--- src/hw/ebu_pkg.sv ---
// Package: constants and types for the emulator break unit
package ebu_pkg;
	localparam int EBU_ADDR_W = 15;
	localparam int EBU_CNT_W = 16;
	localparam int EBU_PRB_W = 8;
	localparam int EBU_RAM_W = 4;
	localparam int EBU_ADDR_LIST = 20;
	localparam int EBU_BREAK_TYPES = 10;
	localparam logic [7:0] EBU_PRB_MASK_DEFAULT = 8'hff;
	localparam logic [3:0] EBU_RAM_MASK_DEFAULT = 4'hf;
	localparam logic [15:0] EBU_CNT_ONE = 16'h0001;
	localparam logic [15:0] EBU_TRACE_ZERO = 16'h0000;
	localparam logic [1:0] EBU_SEQ_ZERO = 2'h0;
	localparam logic [1:0] EBU_SEQ_TWO = 2'h2;
	localparam logic [1:0] EBU_SEQ_THREE = 2'h3;
	// Break types, one code per documented condition
	typedef enum logic [3:0] {
		EBU_BRK_NONE = 4'h0,
		EBU_BRK_ADDR_LIST = 4'h1,
		EBU_BRK_ADDR_RANGE = 4'h2,
		EBU_BRK_ADDR_COUNT = 4'h3,
		EBU_BRK_ADDR_SEQ = 4'h4,
		EBU_BRK_DATA = 4'h5,
		EBU_BRK_DATA_COUNT = 4'h6,
		EBU_BRK_DATA_AT = 4'h7,
		EBU_BRK_DATA_AT_COUNT = 4'h8,
		EBU_BRK_DATA_RANGE = 4'h9,
		EBU_BRK_DATA_RANGE_COUNT = 4'ha
	} ebu_brk_t;
	// Reason reported with a stop
	typedef enum logic [2:0] {
		EBU_ST_NONE = 3'h0,
		EBU_ST_ADDR = 3'h1,
		EBU_ST_DATA = 3'h2,
		EBU_ST_HOST = 3'h3,
		EBU_ST_ALWAYS = 3'h4,
		EBU_ST_NO_STATUS = 3'h5
	} ebu_status_t;
	typedef enum logic [1:0] {
		EBU_RUN_IDLE = 2'b00,
		EBU_RUN_GO = 2'b01,
		EBU_RUN_STOP = 2'b10
	} ebu_run_t;
endpackage : ebu_pkg

--- src/hw/ebu_match_if.sv ---
// Interface: address list match between top and matcher
`timescale 1ns/1ns
`default_nettype none
interface ebu_match_if #(
	parameter int ADDR_W = 15,
	parameter int LIST = 20
);
	logic [ADDR_W-1:0] addr;
	logic [LIST-1:0][ADDR_W-1:0] list;
	logic [LIST-1:0] list_valid;
	logic hit;
	modport top (output addr, output list, output list_valid, input hit);
	modport matcher (input addr, input list, input list_valid, output hit);
endinterface : ebu_match_if
`default_nettype wire

--- src/hw/ebu_addr_match.sv ---
// Module: compares one address against a list of up to twenty entries
`timescale 1ns/1ns
`default_nettype none
module ebu_addr_match #(
	parameter int ADDR_W = 15,
	parameter int LIST = 20
) (
	ebu_match_if.matcher m
);
	logic [LIST-1:0] eq;
	genvar i;
	generate
		for (i = 0; i < LIST; i++) begin : g_cmp
			assign eq[i] = m.list_valid[i] && (m.list[i] == m.addr);
		end
	endgenerate
	assign m.hit = |eq;
endmodule : ebu_addr_match
`default_nettype wire

--- src/hw/ebu_break_unit.sv ---
// Top: break-condition logic for realtime emulation of the core
// Overview of operation
// - Ten break types can be armed to stop continuous execution.
// - With nothing armed, only always-active sources or host abort stop the run.
// - Without a start address the run resumes from the current program counter.
// - A start address clears trace position; otherwise it keeps counting.
// - Data match source is probe pins or one data-memory location.
// - Mask is four bits for memory and eight bits for probe.
// - Mask zero drops a bit, one keeps it; omitted mask is all ones.
// - External user reset passes only while running with switch enabled.
// - A break met during a skip waits for the skip, then reports no status.
// - A break met during interrupt transfer waits for it, then no status.
// - Time-base counters freeze after a break until execution restarts.
// - Individual-address break stops on any of twenty listed addresses.
// - Range break stops on any instruction between lower and upper bound.
// - Pass-count break stops when one address executed count times.
// - Sequence break stops after two or three addresses run in order.
// - Counted data match stops after count masked equalities.
// - Address-qualified data match also needs PC in the twenty-entry list.
// - Range-qualified data match needs PC in range, optionally counted.
// - Memory-sourced data break takes effect one instruction later.
`timescale 1ns/1ns
`default_nettype none
module ebu_break_unit #(
	parameter int ADDR_W = ebu_pkg::EBU_ADDR_W,
	parameter int CNT_W = ebu_pkg::EBU_CNT_W,
	parameter int LIST = ebu_pkg::EBU_ADDR_LIST
) (
	input wire logic core_clk_in,
	input wire logic rst_in,
	input wire logic clk_en_in,
	// Host arming and run control
	input wire logic go_in,
	input wire logic start_valid_in,
	input wire logic [ADDR_W-1:0] start_addr_in,
	input wire ebu_pkg::ebu_brk_t brk_type_in,
	input wire logic [LIST-1:0][ADDR_W-1:0] addr_list_in,
	input wire logic [LIST-1:0] addr_list_valid_in,
	input wire logic [ADDR_W-1:0] range_lo_in,
	input wire logic [ADDR_W-1:0] range_hi_in,
	input wire logic [CNT_W-1:0] count_in,
	input wire logic [1:0] seq_len_in,
	input wire logic probe_pin_source_sel_in,
	input wire logic mask_valid_in,
	input wire logic [7:0] mask_in,
	input wire logic [7:0] data_in,
	input wire logic host_abort_request_in,
	input wire logic always_break_in,
	// Emulated core
	input wire logic insn_done_in,
	input wire logic [ADDR_W-1:0] insn_addr_in,
	input wire logic first_byte_in,
	input wire logic skip_in,
	input wire logic int_xfer_in,
	input wire logic [3:0] ram_data_in,
	// Board pins
	input wire logic [7:0] probe_pin_source_in,
	input wire logic user_reset_pin_in,
	input wire logic reset_switch_in,
	// Results
	output logic running_out,
	output logic load_start_out,
	output logic [ADDR_W-1:0] start_addr_out,
	output logic break_out,
	output ebu_pkg::ebu_status_t break_status_out,
	output logic [ADDR_W-1:0] break_pc_out,
	output logic [CNT_W-1:0] trace_position_out,
	output logic timebase_run_out,
	output logic user_reset_out
);
	typedef struct packed {
		ebu_pkg::ebu_run_t run;
		logic [2:0] prb_s1;
		logic [2:0][7:0] prb_sync;
		logic [2:0] rst_sync;
		logic [7:0] prb_val;
		logic rst_val;
		logic [CNT_W-1:0] count;
		logic [1:0] seq_pos;
		logic data_pend;
		logic defer_pend;
		ebu_pkg::ebu_status_t defer_status;
		logic [CNT_W-1:0] trace;
		logic load_start;
		logic [ADDR_W-1:0] start_addr;
		logic brk;
		ebu_pkg::ebu_status_t status;
		logic [ADDR_W-1:0] brk_pc;
		logic ureset;
	} ebu_state_t;

	ebu_state_t st;
	ebu_state_t next_st;

	ebu_match_if #(.ADDR_W(ADDR_W), .LIST(LIST)) mif ();
	ebu_addr_match #(.ADDR_W(ADDR_W), .LIST(LIST)) u_match (
		.m(mif.matcher)
	);
	assign mif.addr = insn_addr_in;
	assign mif.list = addr_list_in;
	assign mif.list_valid = addr_list_valid_in;

	logic [7:0] mask;
	logic [7:0] src;
	logic data_eq;
	logic in_range;
	logic seq_hit;
	logic addr_cond;
	logic data_cond;
	logic counted;
	logic cond_now;
	logic ram_src;
	logic [1:0] seq_last;

	always_comb begin
		ram_src = !probe_pin_source_sel_in;
		if (mask_valid_in) begin
			mask = ram_src ? {4'h0, mask_in[3:0]} : mask_in;
		end else begin
			mask = ram_src ? {4'h0, ebu_pkg::EBU_RAM_MASK_DEFAULT} : ebu_pkg::EBU_PRB_MASK_DEFAULT;
		end
		src = ram_src ? {4'h0, ram_data_in} : st.prb_val;
		data_eq = ((src ^ data_in) & mask) == 8'h00;
		in_range = (insn_addr_in >= range_lo_in) && (insn_addr_in <= range_hi_in);
		seq_last = (seq_len_in == ebu_pkg::EBU_SEQ_THREE) ? ebu_pkg::EBU_SEQ_TWO : 2'h1;
		seq_hit = addr_list_valid_in[st.seq_pos] && (insn_addr_in == addr_list_in[st.seq_pos]);
		addr_cond = 1'b0;
		data_cond = 1'b0;
		counted = 1'b0;
		unique case (brk_type_in)
			ebu_pkg::EBU_BRK_NONE: addr_cond = 1'b0;
			ebu_pkg::EBU_BRK_ADDR_LIST: addr_cond = mif.hit;
			ebu_pkg::EBU_BRK_ADDR_RANGE: addr_cond = in_range;
			ebu_pkg::EBU_BRK_ADDR_COUNT: begin
				addr_cond = mif.list_valid[0] && (insn_addr_in == addr_list_in[0]);
				counted = 1'b1;
			end
			ebu_pkg::EBU_BRK_ADDR_SEQ: addr_cond = seq_hit && (st.seq_pos == seq_last);
			ebu_pkg::EBU_BRK_DATA: data_cond = data_eq;
			ebu_pkg::EBU_BRK_DATA_COUNT: begin
				data_cond = data_eq;
				counted = 1'b1;
			end
			ebu_pkg::EBU_BRK_DATA_AT: data_cond = data_eq && mif.hit;
			ebu_pkg::EBU_BRK_DATA_AT_COUNT: begin
				data_cond = data_eq && mif.hit;
				counted = 1'b1;
			end
			ebu_pkg::EBU_BRK_DATA_RANGE: data_cond = data_eq && in_range;
			ebu_pkg::EBU_BRK_DATA_RANGE_COUNT: begin
				data_cond = data_eq && in_range;
				counted = 1'b1;
			end
			default: addr_cond = 1'b0; // Unused codes arm nothing
		endcase
		cond_now = addr_cond || data_cond;
	end

	always_comb begin
		logic evt;
		logic hit;
		logic stop_req;
		ebu_pkg::ebu_status_t why;
		evt = 1'b0;
		hit = 1'b0;
		stop_req = 1'b0;
		why = ebu_pkg::EBU_ST_NONE;
		next_st = st;
		// Three-stage pin synchronisers; a change counts when stages two and three agree
		next_st.prb_sync = {st.prb_sync[1:0], probe_pin_source_in};
		next_st.rst_sync = {st.rst_sync[1:0], user_reset_pin_in};
		if (st.prb_sync[1] == st.prb_sync[2]) begin
			next_st.prb_val = st.prb_sync[2];
		end
		if (st.rst_sync[1] == st.rst_sync[2]) begin
			next_st.rst_val = st.rst_sync[2];
		end
		next_st.prb_s1 = 3'h0;
		next_st.load_start = 1'b0;
		unique case (st.run)
			ebu_pkg::EBU_RUN_IDLE, ebu_pkg::EBU_RUN_STOP: begin
				if (go_in) begin
					next_st.run = ebu_pkg::EBU_RUN_GO;
					next_st.brk = 1'b0;
					next_st.status = ebu_pkg::EBU_ST_NONE;
					next_st.count = count_in;
					next_st.seq_pos = ebu_pkg::EBU_SEQ_ZERO;
					next_st.data_pend = 1'b0;
					next_st.defer_pend = 1'b0;
					next_st.load_start = start_valid_in;
					next_st.start_addr = start_addr_in;
					if (start_valid_in) begin
						next_st.trace = ebu_pkg::EBU_TRACE_ZERO;
					end
				end
			end
			ebu_pkg::EBU_RUN_GO: begin
				if (insn_done_in) begin
					next_st.trace = st.trace + ebu_pkg::EBU_CNT_ONE;
				end
				// Evaluate only at a first-byte boundary of an executed instruction
				evt = insn_done_in && first_byte_in;
				if (evt && brk_type_in == ebu_pkg::EBU_BRK_ADDR_SEQ && seq_hit && st.seq_pos != seq_last) begin
					next_st.seq_pos = st.seq_pos + 2'h1;
				end
				if (evt && cond_now) begin
					if (counted && st.count > ebu_pkg::EBU_CNT_ONE) begin
						next_st.count = st.count - ebu_pkg::EBU_CNT_ONE;
					end else if (data_cond && ram_src) begin
						// Memory write lands late, so stop after the following instruction
						next_st.data_pend = 1'b1;
					end else begin
						hit = 1'b1;
						why = data_cond ? ebu_pkg::EBU_ST_DATA : ebu_pkg::EBU_ST_ADDR;
					end
				end
				if (evt && st.data_pend) begin
					hit = 1'b1;
					why = ebu_pkg::EBU_ST_DATA;
					next_st.data_pend = 1'b0;
				end
				if (host_abort_request_in) begin
					hit = 1'b1;
					why = ebu_pkg::EBU_ST_HOST;
				end else if (always_break_in) begin
					hit = 1'b1;
					why = ebu_pkg::EBU_ST_ALWAYS;
				end
				if (skip_in || int_xfer_in) begin
					if (hit || st.defer_pend) begin
						next_st.defer_pend = 1'b1;
						next_st.defer_status = ebu_pkg::EBU_ST_NO_STATUS;
					end
				end else if (st.defer_pend) begin
					stop_req = 1'b1;
					why = st.defer_status;
					next_st.defer_pend = 1'b0;
				end else begin
					stop_req = hit;
				end
				if (stop_req) begin
					next_st.run = ebu_pkg::EBU_RUN_STOP;
					next_st.brk = 1'b1;
					next_st.status = why;
					next_st.brk_pc = insn_addr_in;
				end
			end
			default: next_st.run = ebu_pkg::EBU_RUN_IDLE;
		endcase
		// Reset pin passes only during a run with the board switch on
		next_st.ureset = (next_st.run == ebu_pkg::EBU_RUN_GO) && reset_switch_in && st.rst_val;
	end

	always_ff @(posedge core_clk_in or posedge rst_in) begin
		if (rst_in) begin
			st <= '0;
		end else if (clk_en_in) begin
			st <= next_st;
		end
	end

	assign running_out = (st.run == ebu_pkg::EBU_RUN_GO);
	assign load_start_out = st.load_start;
	assign start_addr_out = st.start_addr;
	assign break_out = st.brk;
	assign break_status_out = st.status;
	assign break_pc_out = st.brk_pc;
	assign trace_position_out = st.trace;
	// Counters hold from the stop until the next go
	assign timebase_run_out = running_out;
	assign user_reset_out = st.ureset;
endmodule : ebu_break_unit
`default_nettype wire

--- config.mk ---
export PLATFORM = sky130hd
export DESIGN_NAME = ebu_break_unit
export DESIGN_NICKNAME = d
export VERILOG_FILES = /design/src/hw/ebu_pkg.sv /design/src/hw/ebu_match_if.sv /design/src/hw/ebu_addr_match.sv /design/src/hw/ebu_break_unit.sv
export SDC_FILE = /design/constraint.sdc
export NUM_CORES = 1
export LEC_CHECK = 0
export BUFFER_PORTS_ARGS = -buffer_cell sky130_fd_sc_hd__buf_2
export CELL_PAD_IN_SITES_DETAIL_PLACEMENT = 1
export CELL_PAD_IN_SITES_GLOBAL_PLACEMENT = 1
export CORE_AREA = 2 2 196 198
export DETAILED_ROUTE_END_ITERATION = 12
export DIE_AREA = 0 0 198 200
export PLACE_DENSITY_LB_ADDON = 0.1
export SETUP_SLACK_MARGIN = 0.4
export SLEW_MARGIN = 5
export SYNTH_ARGS = -nofsm -noshare
export SYNTH_HDL_FRONTEND = slang
export SYNTH_HIERARCHICAL = 1
export SYNTH_SLANG_ARGS = --single-unit
--- constraint.sdc ---
create_clock -name core_clk_in -period 3.55 [get_ports core_clk_in]
set_clock_uncertainty 0.15 [all_clocks]
set_input_delay 0.71 -clock core_clk_in [delete_from_list [all_inputs] [get_ports core_clk_in]]
set_output_delay 0.71 -clock core_clk_in [all_outputs]
set_load 0.05 [all_outputs]
==> summary.md, run 1 <==
| Metric | Value |
|---|---|
| Reg2reg setup slack | `-130 ps` |
| Worst-margin pin slew | `929 ps` |
| Yosys cell types | `69` |
| PortBufs | `498` |
| Yosys warnings | `6` |
| Kind of end point of the critical path | `flip-flop` |
| Post-synth ARST share | `100%` |
| Die width | `roughly 200 microns` |
| Vias in the first global route | `13.2k` |
| # DRC | `0` |
| H-tree depth | `3` |
| Multi-input logic area | `8460 sq um` |
| Total grt overflow | `0` |
| Status | `complete, but fails checks` |
| Fmax | `between 0.2 and 0.25 GHz` |
| Total track usage | `28.9%` |
| WL per Instance | `between 20 and 25 microns` |
| Reg2Reg Depth | `12` |
| Worst setup path category | `primary input to flip-flop` |
| Hold Fails Final Rpt | `0` |
| DIE HEIGHT | `about 200 microns` |
| Final setup violation count | `41` |
| Die ar. | `39,600 sq um` |
| Leading cell type in the layout, fill and taps excluded | `buf_2` |
| Setup TNS | `-19,330 ps` |
| Critical Path RT | `approximately 3700 ps` |
| Fin nets | `2,370` |
| Cell count after synthesis | `1,240` |
| Seq/Total Area, Yosys | `24.8%` |
| WP data arrival | `4280 ps` |
| Top cell type's share of synthesized area | `25.6%` |
| Most frequent cells in the layout | `buf_2 (484), xnor2_1 (263), buf_4 (185)` |
| CTS sink cnt | `111` |
| Drt pass-1 iters | `4` |
| Vias/cell | `4.95` |
| Clock Tree Root | `clkbuf_16` |
| Syn Area/Cell | `9.03 sq um` |
| Hold buffer count at CTS | `0` |
| PnR worst setup slack | `-618 ps` |
| Max-slew headroom | `37.9%` |
| Initial Utilization | `29.9%` |
| Minimum clock period | `4170 ps` |
| Failing checks | `negative setup slack` |
| Clock Tree Buf Depth | `2` |
| Largest area contributor in the netlist | `xnor2_1` |
| CTS Buf Count | `9` |
| Post-route ant nets | `0` |
| CP max FO | `8` |
| RSZ-0062 raised after global routing | `yes` |
| Initial DRC count | `396` |
| Total I/O pin count | `roughly 500` |
| Vias | `around 12k` |
| GPL Wtd Cong | `~0.96` |
| Most area-consuming cells after synthesis | `xnor2_1 (26%), dfrtp_1 (25%), nand4_1 (5.3%)` |
| Largest net degree at the start of global routing | `50` |
| Worst setup SP type | `primary input` |
| Post-Syn Area | `11,200 sq um` |
| Final Max Slew Viols | `0` |
| Reg area | `around 2800 sq um` |
| Fillers | `4,423` |
| Lkg Pwr | `8.05 nW` |
| First-pass GRT wire length | `83,700 microns` |
| WL final | `between 50,000 and 60,000 microns` |
| CTS clk-pin slew, worst paths | `80 ps` |
| Syn-to-layout area delta | `57.0%` |
| TritonCTS clock tree | `done` |
| Min-Delay Path Class | `primary input to asynchronous set/reset pin` |
| Period utilisation layout | `117%` |
| Std-Cell Rows | `71` |
| Core Area | `37,400 sq um` |
| Post-synth EDFFs | `0` |
| Power per cell area | `approximately 390 nW/um^2` |
| #FFs+latches synth | `111` |
| Top FF cell, synth | `dfrtp_1` |
| Syn nets | `1,718` |
| Worst hold slack | `327 ps` |
| Power Total | `approximately 7 mW` |
| Max-cap violation count | `0` |
| Skew-Pair Late Insertion Delay | `370 ps` |
| Peak VDD IR | `0.362 mV` |
| Share of cells above drive strength 1 | `about 51%` |
| Hpwl dp | `47,200 microns` |
| Antenna violations before repair | `32` |
## area by class of cell
type / instances / share of cell area (%)
Clock buffer: 10 / 1.36
Inverter: 44 / 0.961
Multi-Input combinational cell: 972 / 48.1
Antenna cell: 21 / 0.299
Sequential cell: 111 / 15.8
Clock inverter: 6 / 0.285
Timing Repair Buffer: 754 / 29.5
Tap cell: 511 / 3.64
## state kept, by name, summed over array words and instances (netlist names)
signal and count:
break_out 1, break_status_out 3, user_reset_out 1, next_st 18, trace_position_out 16, load_start_out 1, start_addr_out 15, st 41
break_pc_out 15
## layer usage
metal  part of all wire [%]  vias up  global-route usage (%)  wire [microns]
met2                     51      380                    51.1           29200
met5                   0.25        -                       0             145
li1                       -     5646                       -               -
met4                    4.1       22                    14.2            2370
met3                    6.0      112                    5.91            3490
met1                     39     5855                    33.2           22500
## repair_timing
action                     CTS  global route
buffers inserted            18            19
pin swaps                   40            23
resized for setup          125            51
cloned                       5             0
setup endpoints to repair   43            44
## worst paths after layout
kind                                    from               endpoint
max                          insn_addr_in[5]       break_pc_out[12]
min                                   rst_in        break_pc_out[3]
max reg2reg                           st[57]       break_pc_out[12]
min reg2reg                start_addr_out[4]      start_addr_out[4]
max in group asynchronous             rst_in  trace_position_out[4]
min in group core_clk_in   start_addr_out[4]      start_addr_out[4]
## cell families (layout without fill, tap and decap cells)
| logic type | count (synthesis) | count (layout) | synth area share (%) |
|---|---|---|---|
| mux | 81 | 81 | 9.04 |
| xor+xnor | 352 | 352 | 27.7 |
| flops | 111 | 111 | 24.8 |
| fa+ha+maj | 33 | 33 | 3.69 |
| other cells | 0 | 21 | 0 |
| simple gates | 360 | 360 | 16.9 |
| buf+inv | 157 | 814 | 8.68 |
| compound gates | 146 | 146 | 9.17 |
## cells in the mapped netlist (14+ instances only)
library cell,n
xnor2_1,327
dfrtp_1,111
nand2_1,102
nand4_1,94
buf_4,67
inv_1,44
mux2_2,41
nor2_1,40
o21ai_0,36
ha_1,33
nor4_1,32
a21oi_1,29
xor2_1,23
clkbuf_1,22
nand3_1,21
mux2i_1,19
buf_6,17
nor3_1,14
## report_power, final
| part | internal (mW) | total, mW | switching [mW] | leakage, nW |
|---|---|---|---|---|
| Combinational | 1.54 | 3.85 | 2.31 | 6.53 |
| Sequential | 1.64 | 1.95 | 0.313 | 1.37 |
| Clock | 0.509 | 1.05 | 0.540 | 0.142 |
## per-stage QoR
stage / instances / instance area [sq um] / setup WS, ps / utilization [%]
floorplan: 1240 / 11900 / -234 / -
global placement: 2350 / 15900 / -1230 / 42.6
detailed placement: 2350 / 15900 / -1280 / 42.6
CTS: 2389 / 17100 / -585 / 45.8
global route: 2426 / 17600 / -687 / 47.0
finish: 2429 / 17600 / -618 / 47.0
## critical path, stage by stage
cell	delay, ps
buf_6	100
buf_12	140
buf_12	150
xnor2_2	130
nand4_1	200
nor4_4	90
nor4_4	280
and3_4	270
nand3_4	90
nand2b_4	170
mux2i_1	140
nor3b_1	70
a41oi_1	170
o31a_1	250
o31ai_2	100
o21bai_4	200
a2111oi_4	350
buf_4	200
buf_12	140
mux2_4	300
(Power assumes the default switching activity.)
==> inputs of run 2 (changes only) <==
ABC_CLOCK_PERIOD_IN_PS = 3550   (was unset)
RECOVER_POWER = 25   (was unset)
==> run 2 against run 1 <==
The flow finishes with violations (max-capacitance violations, max-slew violations, negative setup slack). Worst setup slack better by 0.60 ps. Design area down 0.14%. Non-clock buffer count is the same. First-iteration DRC count grew 1.5%. Largest power group unchanged.
==> summary.md, run 2 (synthesized netlist as in run 1, its figures left out) <==
| Metric | Value |
|---|---|
| Status | `complete, but fails checks (unchanged)` |
| Failing checks | `max-capacitance violations, max-slew violations, negative setup slack (was negative setup slack)` |
| Total I/O pin count | `499 (unchanged)` |
| Hold buffer count at CTS | `0 (unchanged)` |
| Worst Setup SP | `insn_addr_in[5] (unchanged)` |
| P_int | `3.68 mW (about the same)` |
| Crit path to | `break_pc_out[12] (unchanged)` |
| CTS Buf Count | `9 (unchanged)` |
| Layout Cells excl Fill | `2,429 (unchanged)` |
| Hpwl dp | `47,200 microns (unchanged)` |
| Net Sw Power | `3.16 mW (about the same)` |
| WL final | `57,800 microns (about the same)` |
| PnR worst setup slack | `-618 ps (about the same)` |
| CTS clk-pin slew, worst paths | `80 ps (about the same)` |
| Minimum clock period | `4170 ps (about the same)` |
| Lkg Pwr | `8.04 nW (was 8.05 nW)` |
| Clock Tree Root | `clkbuf_16 (unchanged)` |
| Die ar. | `39,600 sq um (unchanged)` |
| Dpl cells | `2,350 (unchanged)` |
| Sw Ratio | `46.2% (about the same)` |
| Reg2Reg Depth | `12 (unchanged)` |
| Combinational power share | `56.2% (about the same)` |
| Vias/cell | `4.96 (was 4.95)` |
| Met3 Usage GRT | `5.91% (unchanged)` |
| WL per Instance | `23.8 microns (about the same)` |
| Initial DRC count | `402 (was 396)` |
| Max FFs per register | `41 (unchanged)` |
| Reg2reg setup slack | `-130 ps (about the same)` |
| Critical Path RT | `3660 ps (about the same)` |
| DIE HEIGHT | `200 microns (unchanged)` |
| Final setup violation count | `41 (unchanged)` |
| TritonCTS clock tree | `done (unchanged)` |
| PortBufs | `498 (unchanged)` |
| Total grt overflow | `0 (unchanged)` |
| Met1 GRT Util | `33.2% (unchanged)` |
| Most frequent cells in the layout | `buf_2 (484), xnor2_1 (263), buf_4 (183) (was buf_2 (484), xnor2_1 (263), buf_4 (185))` |
| Final Max Slew Viols | `68 (was 0)` |
| Power Total | `6.84 mW (about the same)` |
| Post-layout instance area | `17,600 sq um (about the same)` |
| GPL Wtd Cong | `0.964 (unchanged)` |
| Most flop-heavy register | `st (unchanged)` |
| Fillers | `4,425 (was 4,423)` |
| Initial Utilization | `29.9% (unchanged)` |
| Worst setup SP type | `primary input (unchanged)` |
| Min-Delay Path Class | `flip-flop to flip-flop (was primary input to asynchronous set/reset pin)` |
| Worst-margin pin slew | `1770 ps (was 929 ps)` |
| Max-cap violation count | `2 (was 0)` |
| Die width | `198 microns (unchanged)` |
| GR peak layer | `met2 (unchanged)` |
| H-tree depth | `3 (unchanged)` |
| CP max FO | `8 (unchanged)` |
| Share of cells above drive strength 1 | `50.9% (was 51.0%)` |
| Vias | `12.1k (was 12.0k)` |
| Placed Area | `15,900 sq um (unchanged)` |
| Antenna violations before repair | `32 (unchanged)` |
| Fin nets | `2,370 (unchanged)` |
| Kind of end point of the critical path | `flip-flop (unchanged)` |
| Clock Tree Buf Depth | `2 (unchanged)` |
| Vias in the first global route | `13.2k (unchanged)` |
| Period utilisation layout | `117% (about the same)` |
| WP data arrival | `4280 ps (about the same)` |
| Reg2reg end | `break_pc_out[12] (unchanged)` |
| Power per cell area | `390 nW/um^2 (was 389 nW/um^2)` |
| Largest net degree at the start of global routing | `50 (unchanged)` |
| Post-route ant nets | `0 (unchanged)` |
| Drt pass-1 iters | `6 (was 4)` |
| Std-Cell Rows | `71 (unchanged)` |
| # DRC | `0 (unchanged)` |
| Sequential power share | `28.5% (about the same)` |
| CTS sink cnt | `111 (unchanged)` |
| Skew-Pair Late Insertion Delay | `370 ps (about the same)` |
| Syn-to-layout area delta | `56.8% (was 57.0%)` |
| Total track usage | `28.9% (unchanged)` |
| Met2 Use GR | `51.1% (unchanged)` |
| Peak VDD IR | `0.362 mV (about the same)` |
| First-pass GRT wire length | `83,700 microns (unchanged)` |
| Fmax | `0.240 GHz (about the same)` |
| Leading cell type in the layout, fill and taps excluded | `buf_2 (unchanged)` |
| Hold Fails Final Rpt | `0 (unchanged)` |
| RSZ-0062 raised after global routing | `yes (unchanged)` |
| Clock Power Share | `15.3% (about the same)` |
| Worst setup path category | `primary input to flip-flop (unchanged)` |
| Reg2reg start | `st[57] (unchanged)` |
| Core Area | `37,400 sq um (unchanged)` |
| Worst hold slack | `326 ps (was 327 ps)` |
| Pre-CTS setup slack | `-1280 ps (unchanged)` |
| Max-slew headroom | `-18.3% (was 37.9%)` |
## run 2: metrics by stage
stage	TNS [ps]	util, %
3_5_place_dp	-45930	42.6
2_1_floorplan	-3560	-
4_1_cts	-16750	45.8
5_1_grt	-23630	46.9
6_report	-19470	46.9
3_3_place_gp	-44130	42.6
## run 2: power by group through the flow
| stage | clock [mW] | combinational, mW | sequential [mW] |
|---|---|---|---|
| after global placement | 0 | 3.54 | 1.93 |
| after detailed placement | 0 | 3.60 | 1.94 |
| after floorplan | 0 | 2.62 | 1.90 |
| final | 1.05 | 3.84 | 1.95 |
| after CTS | 1.08 | 3.80 | 1.94 |
| after global routing | 1.12 | 4.13 | 2.01 |
## run 2: layout make-up
| cell class | instances | area (sq um) | area share, % |
|---|---|---|---|
| multi-input combinational | 972 | 8460 | 48.2 |
| timing repair buffer | 754 | 5160 | 29.4 |
| sequential | 111 | 2780 | 15.8 |
| tap | 511 | 639 | 3.64 |
| clock buffer | 10 | 239 | 1.36 |
| inverter | 44 | 166 | 0.948 |
| antenna | 21 | 52.6 | 0.299 |
| clock inverter | 6 | 50.0 | 0.285 |
## run 2: worst min-delay path by stage
stage,endpoint,slack (ps),cells after the start,start
6_report,start_addr_out[4],330,2,start_addr_out[4]
5_1_grt,st[115],360,1,st[115]
4_1_cts,start_addr_out[4],330,2,start_addr_out[4]
3_5_place_dp,start_addr_out[4],310,2,start_addr_out[4]
3_3_place_gp,start_addr_out[0],300,2,start_addr_out[0]
2_1_floorplan,start_addr_out[0],300,2,start_addr_out[0]
## run 2: worst max-delay path, stage by stage
cell       delay, ps
buf_6            100
buf_12           140
buf_12           150
xnor2_2          130
nand4_1          200
nor4_4            90
nor4_4           280
and3_4           270
nand3_4          100
nand2b_4         170
mux2i_1          140
nor3b_1           70
a41oi_1          170
o31a_1           250
o31ai_2          100
o21bai_4         200
a2111oi_4        350
buf_4            200
buf_12           140
mux2_4           300
## run 2: timing repair
action                                  CTS  global route
pin swaps                                40            23
cloned                                    5             0
setup buffers                            18            19
resized for setup                       125            51
endpoints found under the setup margin   43            44
## run 2: layer usage
layer,share of wire [%],vias up
met3,5.5,114
li1,-,5646
met4,4.2,22
met1,39,5885
met5,0.25,-
met2,51,386
